**src/core/dcc_cfg.svh**
```systemverilog
// constants for the dsp core control and control port framing block
`ifndef DCC_CFG_SVH
`define DCC_CFG_SVH
// control port address map (12-bit addresses)
`define DCC_ADR_PROG_BASE 12'h400
`define DCC_ADR_SLD_DATA 12'hA00
`define DCC_ADR_SLD_ADDR 12'hA05
`define DCC_ADR_SLD_END 12'hA0A
`define DCC_ADR_CORE 12'hA52
`define DCC_ADR_RAMCFG 12'hA53
`define DCC_ADR_LAST 12'hA53
// core control register layout
`define DCC_CORE_RESET 16'h0000
`define DCC_CORE_WMASK 16'h17FF
`define DCC_CORE_SELF 16'h00B0
`define DCC_BIT_OLATCH 10
`define DCC_BIT_CLRN 9
`define DCC_BIT_FMUL 8
`define DCC_BIT_MZERO 7
`define DCC_BIT_IMUTE 6
`define DCC_BIT_SLTGT 5
`define DCC_BIT_SLPAR 4
`define DCC_SYNC_HI 3
`define DCC_SYNC_LO 2
`define DCC_LEN_HI 1
`define DCC_LEN_LO 0
// ram configuration register
`define DCC_RAMCFG_RESET 8'h00
`define DCC_MOD_MAX 4'hC
`define DCC_MOD_SHIFT 9
`define DCC_DM_LAST 13'h17FF
// sequencer and safeload
`define DCC_STEPS_FULL 11'h600
`define DCC_SL_PAIRS 5
`define DCC_SL_LAST 3'h4
`endif

```
**src/core/dcc_pkg.sv**
```systemverilog
// types shared by the dsp core control block
package dcc_pkg;
  typedef enum logic [2:0] {ST_HDR0, ST_HDR1, ST_HDR2, ST_DATA, ST_SKIP} dcc_cp_state_t;
  typedef struct packed {
    logic [11:0] addr;
    logic [39:0] data;
  } dcc_ram_wr_t;
  typedef struct packed {
    logic target;
    logic [9:0] addr;
    logic [33:0] data;
  } dcc_sl_wr_t;
endpackage

```
**src/core/dcc_core_ctrl.sv**
```systemverilog
// core control register, ram modulo split and control port byte framing
`timescale 1ns/10ps
`include "dcc_cfg.svh"

module dcc_core_ctrl #(
  parameter logic [6:0] CHIP_ADDR = 7'h2A // arbitrary value
) (
  // clock and reset
  input wire logic clk,
  input wire logic nrst,
  // control port byte link
  input wire logic cp_byte_valid,
  input wire logic [7:0] cp_byte,
  input wire logic control_latch,
  output logic [7:0] cp_rd_byte,
  // program and parameter ram writes
  output logic ram_wr_valid,
  output dcc_pkg::dcc_ram_wr_t ram_wr,
  // safeload writes
  output logic sl_wr_valid,
  output dcc_pkg::dcc_sl_wr_t sl_wr,
  // frame clock pins
  input wire logic in_frame_clk,
  input wire logic out_frame_clk,
  // sequencer
  output logic [10:0] pc,
  output logic prog_end,
  output logic out_latch,
  output logic acc_clear,
  // data path gating
  input wire logic [27:0] mult_in,
  output logic [27:0] mult_in_gated,
  input wire logic [23:0] in_sample,
  output logic [23:0] in_sample_q,
  // data memory access
  input wire logic [12:0] core_dm_addr,
  input wire logic core_dm_we,
  input wire logic [27:0] core_dm_wdata,
  output logic [12:0] dm_addr,
  output logic dm_we,
  output logic [27:0] dm_wdata
);

  // ----------------------------------------------------------------
  // helpers
  // ----------------------------------------------------------------
  // data bytes per word for an address
  function automatic logic [2:0] word_bytes(input logic [11:0] a);
    if (a < `DCC_ADR_PROG_BASE) return 3'd4;
    else if (a < `DCC_ADR_SLD_ADDR) return 3'd5;
    else if (a < `DCC_ADR_SLD_END) return 3'd2;
    else if (a == `DCC_ADR_RAMCFG) return 3'd1;
    else return 3'd2;
  endfunction

  // modulo translation of a data memory address
  function automatic logic [12:0] phys(input logic [12:0] a, input logic [12:0] off,
                                       input logic [12:0] bnd);
    logic [13:0] sum;
    sum = {1'b0, a} + {1'b0, off};
    if (a >= bnd) return a;
    else if (sum >= {1'b0, bnd}) return 13'(sum - {1'b0, bnd});
    else return sum[12:0];
  endfunction

  // ----------------------------------------------------------------
  // storage
  // ----------------------------------------------------------------
  logic [15:0] core;
  logic [15:0] next_core;
  logic [3:0] ramcfg;
  logic [33:0] sl_data [`DCC_SL_PAIRS];
  logic [9:0] sl_addr [`DCC_SL_PAIRS];
  logic [`DCC_SL_PAIRS-1:0] sl_dirty;
  logic [`DCC_SL_PAIRS-1:0] next_dirty;
  logic latch_s1, latch_s2;
  logic [2:0] in_fr;
  logic [2:0] out_fr;
  dcc_pkg::dcc_cp_state_t state;
  logic rw;
  logic [11:0] addr;
  logic [39:0] shreg;
  logic [2:0] cnt;
  logic [39:0] word;
  logic word_done;
  logic [15:0] rd_val;
  logic [2:0] need;
  logic [2:0] sync_cnt;
  logic align;
  logic running;
  logic [10:0] len_m1;
  logic end_now;
  logic [12:0] bnd;
  logic [3:0] eff;
  logic [12:0] offset;
  logic mz_busy;
  logic [12:0] mz_addr;
  logic clr_mz;
  logic sl_busy;
  logic sl_tgt;
  logic [2:0] sl_idx;
  logic clr_par, clr_tgt;

  // ----------------------------------------------------------------
  // pin synchronisers
  // ----------------------------------------------------------------
  // third stage only feeds the edge detectors
  always_ff @(posedge clk or negedge nrst)
  begin
    if (!nrst)
    begin
      latch_s1 <= 1'b1;
      latch_s2 <= 1'b1;
      in_fr <= 3'h0;
      out_fr <= 3'h0;
    end
    else
    begin
      latch_s1 <= control_latch;
      latch_s2 <= latch_s1;
      in_fr <= {in_fr[1:0], in_frame_clk};
      out_fr <= {out_fr[1:0], out_frame_clk};
    end
  end

  // ----------------------------------------------------------------
  // control port framing
  // ----------------------------------------------------------------
  assign need = word_bytes(addr);
  assign word = {shreg[31:0], cp_byte};
  assign word_done = (state == dcc_pkg::ST_DATA) && cp_byte_valid && (cnt == need - 3'd1);

  // readback of the local registers, pending bits stay visible
  always_comb
  begin
    rd_val = 16'h0000;
    if (addr == `DCC_ADR_CORE) rd_val = core;
    else if (addr == `DCC_ADR_RAMCFG) rd_val = {12'h000, ramcfg};
  end

  // header, then words; latch high aborts or ends the transaction
  always_ff @(posedge clk or negedge nrst)
  begin
    if (!nrst)
    begin
      state <= dcc_pkg::ST_HDR0;
      rw <= 1'b0;
      addr <= 12'h000;
      shreg <= 40'h0;
      cnt <= 3'h0;
    end
    else if (latch_s2)
    begin
      state <= dcc_pkg::ST_HDR0;
      cnt <= 3'h0;
    end
    else if (cp_byte_valid)
    begin
      case (state)
        dcc_pkg::ST_HDR0:
        begin
          rw <= cp_byte[0];
          state <= (cp_byte[7:1] == CHIP_ADDR) ? dcc_pkg::ST_HDR1 : dcc_pkg::ST_SKIP;
        end
        dcc_pkg::ST_HDR1:
        begin
          addr[11:8] <= cp_byte[3:0];
          state <= dcc_pkg::ST_HDR2;
        end
        dcc_pkg::ST_HDR2:
        begin
          addr[7:0] <= cp_byte;
          cnt <= 3'h0;
          shreg <= 40'h0;
          state <= dcc_pkg::ST_DATA;
        end
        dcc_pkg::ST_DATA:
        begin
          shreg <= word; // most significant byte first
          cnt <= cnt + 3'd1;
          if (word_done)
          begin
            cnt <= 3'h0;
            shreg <= 40'h0;
            if (addr == `DCC_ADR_LAST) state <= dcc_pkg::ST_SKIP;
            else addr <= addr + 12'd1;
          end
        end
        dcc_pkg::ST_SKIP: state <= dcc_pkg::ST_SKIP;
        default: state <= dcc_pkg::ST_HDR0;
      endcase
    end
  end

  // readback byte answers each data slot of a read
  always_ff @(posedge clk or negedge nrst)
  begin
    if (!nrst) cp_rd_byte <= 8'h00;
    else if (cp_byte_valid && state == dcc_pkg::ST_DATA && rw)
      cp_rd_byte <= 8'((40'(rd_val)) >> {(need - 3'd1 - cnt), 3'b000});
  end

  // ram words leave as one registered pulse; leading pad bits dropped
  always_ff @(posedge clk or negedge nrst)
  begin
    if (!nrst)
    begin
      ram_wr_valid <= 1'b0;
      ram_wr <= '0;
    end
    else
    begin
      ram_wr_valid <= word_done && !rw && addr < `DCC_ADR_SLD_DATA;
      if (word_done)
      begin
        ram_wr.addr <= addr;
        ram_wr.data <= (addr < `DCC_ADR_PROG_BASE) ? {12'h000, word[27:0]} : word;
      end
    end
  end

  // ----------------------------------------------------------------
  // core control and ram configuration registers
  // ----------------------------------------------------------------
  // hardware clears first, so a same-cycle write of one wins
  always_comb
  begin
    next_core = core;
    if (clr_mz) next_core[`DCC_BIT_MZERO] = 1'b0;
    if (clr_tgt) next_core[`DCC_BIT_SLTGT] = 1'b0;
    if (clr_par) next_core[`DCC_BIT_SLPAR] = 1'b0;
    if (word_done && !rw && addr == `DCC_ADR_CORE)
      next_core = (word[15:0] & `DCC_CORE_WMASK) | (next_core & `DCC_CORE_SELF);
  end

  always_ff @(posedge clk or negedge nrst)
  begin
    if (!nrst)
    begin
      core <= `DCC_CORE_RESET;
      ramcfg <= 4'h0;
    end
    else
    begin
      core <= next_core;
      if (word_done && !rw && addr == `DCC_ADR_RAMCFG) ramcfg <= word[3:0];
    end
  end

  // ----------------------------------------------------------------
  // safeload pairs
  // ----------------------------------------------------------------
  // a write marks its pair; sending clears it unless rewritten now
  always_comb
  begin
    next_dirty = sl_dirty;
    if (sl_busy) next_dirty[sl_idx] = 1'b0;
    for (int i = 0; i < `DCC_SL_PAIRS; i++)
    begin
      if (word_done && !rw && (addr == `DCC_ADR_SLD_DATA + 12'(i)
          || addr == `DCC_ADR_SLD_ADDR + 12'(i)))
        next_dirty[i] = 1'b1;
    end
  end

  always_ff @(posedge clk or negedge nrst)
  begin
    if (!nrst)
    begin
      sl_dirty <= '0;
      for (int i = 0; i < `DCC_SL_PAIRS; i++)
      begin
        sl_data[i] <= 34'h0;
        sl_addr[i] <= 10'h000;
      end
    end
    else
    begin
      sl_dirty <= next_dirty;
      for (int i = 0; i < `DCC_SL_PAIRS; i++)
      begin
        if (word_done && !rw && addr == `DCC_ADR_SLD_DATA + 12'(i)) sl_data[i] <= word[33:0];
        if (word_done && !rw && addr == `DCC_ADR_SLD_ADDR + 12'(i)) sl_addr[i] <= word[9:0];
      end
    end
  end

  // transfer starts at program end, while the core leaves ram alone
  always_ff @(posedge clk or negedge nrst)
  begin
    if (!nrst)
    begin
      sl_busy <= 1'b0;
      sl_tgt <= 1'b0;
      sl_idx <= 3'h0;
      sl_wr_valid <= 1'b0;
      sl_wr <= '0;
    end
    else
    begin
      sl_wr_valid <= sl_busy && sl_dirty[sl_idx];
      sl_wr.target <= sl_tgt;
      sl_wr.addr <= sl_addr[sl_idx]; // offset zero is first location
      sl_wr.data <= sl_data[sl_idx];
      if (!sl_busy && end_now && (core[`DCC_BIT_SLPAR] || core[`DCC_BIT_SLTGT]))
      begin
        sl_busy <= 1'b1;
        sl_idx <= 3'h0;
        sl_tgt <= !core[`DCC_BIT_SLPAR]; // parameter request served first
      end
      else if (sl_busy)
      begin
        // index parks on the last pair so the pair arrays are never read out of range
        if (sl_idx == `DCC_SL_LAST) sl_busy <= 1'b0;
        else sl_idx <= sl_idx + 3'd1;
      end
    end
  end

  assign clr_par = sl_busy && sl_idx == `DCC_SL_LAST && !sl_tgt;
  assign clr_tgt = sl_busy && sl_idx == `DCC_SL_LAST && sl_tgt;

  // ----------------------------------------------------------------
  // sequencer
  // ----------------------------------------------------------------
  // align on every 1st, 2nd, 4th or 8th input frame edge
  assign align = in_fr[1] && !in_fr[2]
    && ((sync_cnt & ((3'h1 << core[`DCC_SYNC_HI:`DCC_SYNC_LO]) - 3'h1)) == 3'h0);
  assign len_m1 = (`DCC_STEPS_FULL >> core[`DCC_LEN_HI:`DCC_LEN_LO]) - 11'd1;
  assign end_now = running && pc == len_m1;

  always_ff @(posedge clk or negedge nrst)
  begin
    if (!nrst)
    begin
      sync_cnt <= 3'h0;
      pc <= 11'h000;
      running <= 1'b0;
      prog_end <= 1'b0;
    end
    else
    begin
      if (in_fr[1] && !in_fr[2]) sync_cnt <= sync_cnt + 3'd1;
      prog_end <= end_now;
      if (align)
      begin
        pc <= 11'h000;
        running <= 1'b1;
      end
      else if (end_now) running <= 1'b0; // waits here for the next alignment
      else if (running) pc <= pc + 11'd1;
    end
  end

  // output transfer strobe and clear level
  always_ff @(posedge clk or negedge nrst)
  begin
    if (!nrst)
    begin
      out_latch <= 1'b0;
      acc_clear <= 1'b1;
    end
    else
    begin
      acc_clear <= !core[`DCC_BIT_CLRN];
      if (!core[`DCC_BIT_CLRN]) out_latch <= 1'b0;
      else if (core[`DCC_BIT_OLATCH]) out_latch <= out_fr[1] && !out_fr[2];
      else out_latch <= end_now;
    end
  end

  // ----------------------------------------------------------------
  // data path gating
  // ----------------------------------------------------------------
  always_ff @(posedge clk or negedge nrst)
  begin
    if (!nrst)
    begin
      mult_in_gated <= 28'h0;
      in_sample_q <= 24'h0;
    end
    else
    begin
      mult_in_gated <= core[`DCC_BIT_FMUL] ? 28'h0 : mult_in;
      in_sample_q <= core[`DCC_BIT_IMUTE] ? 24'h0 : in_sample; // every channel slot
    end
  end

  // ----------------------------------------------------------------
  // data memory addressing and zero fill
  // ----------------------------------------------------------------
  // zero and out-of-range settings cover the whole memory
  assign eff = (ramcfg == 4'h0 || ramcfg > `DCC_MOD_MAX) ? `DCC_MOD_MAX : ramcfg;
  assign bnd = 13'({eff, 9'h000});

  always_ff @(posedge clk or negedge nrst)
  begin
    if (!nrst) offset <= 13'h0000;
    else if (offset >= bnd) offset <= 13'h0000;
    else if (align) offset <= (offset + 13'd1 >= bnd) ? 13'h0000 : offset + 13'd1;
  end

  // zero fill owns the memory port; core accesses are dropped meanwhile
  always_ff @(posedge clk or negedge nrst)
  begin
    if (!nrst)
    begin
      mz_busy <= 1'b0;
      mz_addr <= 13'h0000;
    end
    else if (!mz_busy && core[`DCC_BIT_MZERO] && !clr_mz)
    begin
      mz_busy <= 1'b1;
      mz_addr <= 13'h0000;
    end
    else if (mz_busy)
    begin
      mz_addr <= mz_addr + 13'd1;
      if (mz_addr == `DCC_DM_LAST) mz_busy <= 1'b0;
    end
  end

  assign clr_mz = mz_busy && mz_addr == `DCC_DM_LAST;

  always_ff @(posedge clk or negedge nrst)
  begin
    if (!nrst)
    begin
      dm_addr <= 13'h0000;
      dm_we <= 1'b0;
      dm_wdata <= 28'h0;
    end
    else
    begin
      dm_addr <= mz_busy ? mz_addr : phys(core_dm_addr, offset, bnd);
      dm_we <= mz_busy || core_dm_we;
      dm_wdata <= mz_busy ? 28'h0 : core_dm_wdata;
    end
  end

endmodule

```
**config.mk**
```make
export PLATFORM = sky130hd
export DESIGN_NAME = dcc_core_ctrl
export DESIGN_NICKNAME = d
export VERILOG_FILES = /design/src/core/dcc_pkg.sv /design/src/core/dcc_core_ctrl.sv
export VERILOG_INCLUDE_DIRS = /design/src /design/src/core
export SDC_FILE = /design/constraint.sdc
export NUM_CORES = 1
export LEC_CHECK = 0
export ABC_CLOCK_PERIOD_IN_PS = 4500
export BUFFER_PORTS_ARGS = -buffer_cell sky130_fd_sc_hd__buf_2
export CORE_UTILIZATION = 54
export CTS_BUF_LIST = sky130_fd_sc_hd__clkbuf_8
export DETAILED_ROUTE_END_ITERATION = 8
export GPL_TIMING_DRIVEN = 0
export PLACE_DENSITY = 0.85
export SETUP_SLACK_MARGIN = 0.15
export SLEW_MARGIN = 10
export SYNTH_ARGS = -nofsm -noshare
export SYNTH_HDL_FRONTEND = slang
export SYNTH_SLANG_ARGS = --single-unit
```
**constraint.sdc**
```tcl
create_clock -name clk -period 4.5 [get_ports clk]
set_clock_uncertainty 0.15 [all_clocks]
set_input_delay 1.35 -clock clk [delete_from_list [all_inputs] [get_ports clk]]
set_output_delay 1.35 -clock clk [all_outputs]
set_load 0.05 [all_outputs]
```
== After elaboration in Yosys (flattened, before gate mapping) ==
Cells that the tools add are included.
W data, S select, Z words.
Operators by class
  divide/modulo/power cells: 0
  add/subtract/negate cells: 13
  bitwise logic cells: 6
  shift operators: 3
  reductions and logical operators: 78
  multipliers: 0
  mux-type cells: 71
  magnitude comparators: 12
  eq/ne operators: 27
Operators by type and width (number)
  $eq A12 B12 Y1 const B: 12
  $mux W13: 9
  $bmux W34 S3: 1
  $mux W34: 2
  $pmux W32 S2: 1
  $mux W28: 2
  $mux W40: 1
  $ge A13 B13 Y1: 3
  $mux W3: 13
  $logic_and A1 B1 Y1: 36
  $lt A12 B12 Y1 const B: 3
  $mux W11: 3
  $mux W32: 1
  $bmux W10 S3: 1
  $add A13 B1 Y13 const B: 2
  $reduce_bool A2 Y1: 13
  $mux W12: 2
  $mux W24: 1
  $mux W1: 20
  $mux W10: 2
  $pmux W8 S2: 1
  $shr A16 B6 Y8: 1
  $pmux W3 S5: 1
  $add A13 B13 Y14: 1
  other kinds (47): 78
Word-level totals
  bits in latches: 0
  bits in read-only memories: 0
  register bits after elaboration: 552
  bits of input ports: 108
  bits in writable memories: 0
  memories kept: 0
  word-level logic and storage cells: 263

== Longest topological paths before layout ==
  depth in word-level cells: 12
  gate-level depth with buffers: 18

== Worst setup path after synthesis ==
Ideal clock, no wire load.
  path type: input port to flip-flop
  from: in core_dm_addr[0]
  to: reg dm_addr[12]
  required time: 4231 ps
  path buffers: 0
  stages on the path: 16
  data arrival time: 4877 ps
  path slack: -646 ps
  cell sequence: ha_1 -> inv_1 -> fa_1 -> nand2b_1 -> a21oi_1 -> o211a_1 -> o31ai_1 -> or4b_2 -> o211ai_1 -> ha_1 -> nand3_1 -> or4_1 -> nor4_1 -> a311o_1 -> mux2_2 -> o21a_1
On the way
  word-level cells in the longest chain between the ends: 5
  elaborated cells on any way between the ends: 7
  classes of those cells: 2 x add/sub; 2 x order compare; 3 x mux
Ends and longest elaborated chain
  start: declaration: RTL line dcc_core_ctrl.sv:36  | input wire logic [12:0] core_dm_addr,
  $add A13 B13 Y14: RTL line dcc_core_ctrl.sv:60  | sum = {1'b0, a} + {1'b0, off};
  $sub A13 B13 Y13 / $ge A14 B13 Y1 (equally long branches): RTL line dcc_core_ctrl.sv:62  | else if (sum >= {1'b0, bnd}) return 13'(sum - {1'b0, bnd});
  $mux W13: RTL line dcc_core_ctrl.sv:62
  $mux W13 *: RTL line dcc_core_ctrl.sv:61  | if (a >= bnd) return a;
  $mux W13 *: RTL line dcc_core_ctrl.sv:435  | dm_addr <= mz_busy ? mz_addr : phys(core_dm_addr, offset, bnd);
  end signal: assignment: RTL line dcc_core_ctrl.sv:435
  end: declaration: RTL line dcc_core_ctrl.sv:39  | output logic [12:0] dm_addr,
Mark *: on every way between the ends. The rest lies on a longest branch, timed or not.
A chain may end at the register's enable or synchronous reset.

== Worst setup path in the final report ==
Ends and elaborated chain as after synthesis.

==> flow_summary.yaml <==
grt:
  grt_usage_pct: 27.2
  gr-total-overflow: 0
  grt.met3_usage_pct: 6.54
  grt_first_pass_wirelength_um: 95300
  use_met2_pct: 45.3
  antenna_found_initial: 0
  grtUsageMet1_pct: 34.2
  grt_busiest_layer: "met2"
  grt_pass1_vias: 17800
  grt_max_degree: 119
die:
  dieArea_mm2: 0.0450
  io_pins: 323
  coreArea_mm2: 0.0434
  die_x_um: 212
  die_h_um: 212
  num_rows: 76
  start_util_pct: 55.0
clock_network:
  clk_pin_slew_worst_paths_ps: 50
  clockBufferDepth: 3
  clock_sinks: 551
  tritoncts: "done"
  numCtsBuffers: 87
  clk_latency_ps: 650
  htreeDepth: 3
  cts_root_buffer: "clkbuf_8"
final_layout:
  syn_to_final_growth_pct: 19.5
  antenna_cells: 0
  final_net_count: 2527
  finalInstanceArea_mm2: 0.0285
  drive_above_1_share_pct: 31.8
sta:
  setup_viol: 2
  fmax_mhz: 219
  whs_ps: 202
  hold_violations: 0
  worst_pin_slew_ps: 875
  period_share_pct: 101
  final_max_slew_viol_count: 0
  tns_ps: -79.0
  period_minus_slack_ps: 4560
  max_slew_margin_pct: 41.7
  rsz0062_at_grt: "yes"
  fin_ws_ps: -59.0
worst_setup_path:
  critPathRequiredTime_ps: 4860
  crit_path_max_incr_delay_ps: 480
  start_kind: "primary input"
  regToRegSetupSlack_ps: 250
  endpoint_kind: "flop"
  path_cells: "buf_8, ha_4, inv_2, fa_2, nand2b_4, a21oi_4, o211a_1, o31ai_4, or4b_4, o211ai_1, ha_1, nand3_2, or4_4, nor4_4, a311o_2, mux2_4, o21a_1"
  critPathTopFamily: "simple AND/OR/NAND/NOR gates"
  setup.worst_path.class: "in2reg"
  worstPathArrival_ps: 4920
  slowest_stage: "or4b_4"
  path_buf_inv: 2
  cp_max_fo: 4
synth:
  synth-seq-cells: 551
  synth_top_area_share_pct: 57.5
  synth_top_flop_cell: "dfrtp_1"
  syn_area_mm2: 0.0239
  synth_seq_area_share_pct: 57.8
  syn_area_per_cell_um2: 12.3
  synthesis.nets: 2089
  ys_types: 76
  synth_edf_count: 0
  synthArstFlopShare_pct: 100
  ys.warnings.count: 0
  synthTopCellsByArea: "dfrtp_1 (57%), mux2_2 (10%), mux2i_1 (4.2%)"
  postSynthCellCount: 1934
  synth_top_cell_by_area: "dfrtp_1"
pwr:
  p_per_area_mw_per_mm2: 376
  leakagePower_nw: 14.3
  ir_worst_vdd_v: 0.000348
drt:
  remaining_drc_errors: 0
  antenna_left: 0
  routedWlPerCell_um: 20.0
  drt_iter0_markers: 1220
  vias: 17200
  drt_wl_total_um: 60300
  dr.pass1.iters: 5
  vias_per_cell: 5.69
place:
  place_hpwl_um: 41600
  place_area_mm2: 0.0264
  place.gp.congestion: 0.942
  portBuffers: 322
run_status:
  status: "finished, violations left"
  violations: "setup timing"
min_path:
  hp-class: "reg2reg"
job:
  drv_cap: 0
cells in the final DEF, fill, tap and decap left out, types with 5 or more instances in the layout:
cell	instances
a21oi_1	81
o22ai_1	47
xor2_1	14
clkbuf_1	67
nor2_1	105
buf_6	15
buf_2	331
nand2_1	128
nor3_1	14
mux2_1	58
mux2i_1	99
nand4_1	8
buf_1	12
dfrtp_1	548
o31ai_1	10
nor2b_1	89
o21ai_0	76
or2_2	7
nand2b_1	11
nand3_1	32
and2_1	5
buf_16	5
clkinv_2	13
inv_1	51
xnor2_1	15
buf_4	26
o211ai_1	6
a22oi_1	9
mux2_2	213
o21a_1	7
nand3b_1	7
and3_1	16
a22o_1	38
ha_1	40
a21o_1	10
clkbuf_8	114
Yosys cell counts (all sizes together) (9+ instances only):
cell and instances:
a21o 10, a21oi 83, a22o 38, a22oi 9
and3 16, buf 40, clkbuf 71, dfrtp 548
ha 44, inv 34, mux2 274, mux2i 99
nand2 129, nand2b 12, nand3 33, nor2 105
nor2b 89, nor3 16, o21ai 81, o22ai 47
o31ai 11, xnor2 15, xor2 15
cell families after synthesis:
family          share of synthesized area (%)
simple gates                             9.70
compound gates                           8.78
buf+inv                                  2.87
fa+ha+maj                                2.56
flops                                    57.8
mux                                      17.2
xor+xnor                                 1.10
metrics by stage:
step / power, mW / util (%) / worst slack (ps) / instances
after floorplan: 5.99 / - / -391 / 1934
after global placement: 6.36 / 60.5 / -8670 / 2841
after detailed placement: 6.40 / 60.9 / -1130 / 2846
after CTS: 10.8 / 65.6 / 103 / 3016
after global routing: 11.1 / 65.8 / -53.4 / 3020
final: 10.7 / 65.8 / -59.0 / 3020
power breakdown:
part	switching [mW]	internal, mW
Clock	1.95	2.38
Combinational	0.799	0.391
Sequential	0.114	5.09
Total	2.87	7.86
metal layers:
| layer | up-vias | part of all wire [%] | routed length [µm] |
|---|---|---|---|
| met2 | 616 | 50 | 29900 |
| met1 | 8667 | 40 | 24200 |
| met3 | 176 | 6.6 | 3990 |
| met4 | 0 | 3.6 | 2150 |
| li1 | 7727 | - | - |
| met5 | - | 0 | 0 |
final cells by class:
type | instances | area (µm²)
fillers | 3134 | 14900
flip-flops and latches | 551 | 13800
multi-input cells | 1238 | 9560
repair buffers | 349 | 1930
clock buffers | 114 | 1570
well taps | 585 | 732
plain buffers | 111 | 561
clock inverters | 38 | 231
inverters | 34 | 128
registers in the layout (all words and copies together) (netlist names), 24 cells and up:
name           count
in_sample_q       24
mult_in_gated     28
shreg             32
sl_addr           50
ram_wr            52
sl_data          170
dm_wdata          28
sl_wr             45
repair_timing:
action                                 CTS  global route
hold buffers                             0             0
pin swaps                                9             2
resized for setup                       21            12
setup buffers                           18             4
setup endpoints to repair               57            61
endpoints found under the hold margin    0             0
final timing paths:
kind	start	endpoint	cells after the start
min reg2reg	in_fr[0]	in_fr[1]	0
min	in_fr[0]	in_fr[1]	0
max	core_dm_addr[0]	dm_addr[12]	17
max reg2reg	offset[0]	dm_addr[12]	16
min in group asynchronous	nrst	sl_wr[29]	1
max in group asynchronous	nrst	ram_wr[7]	3
(Power assumes the default switching activity.)
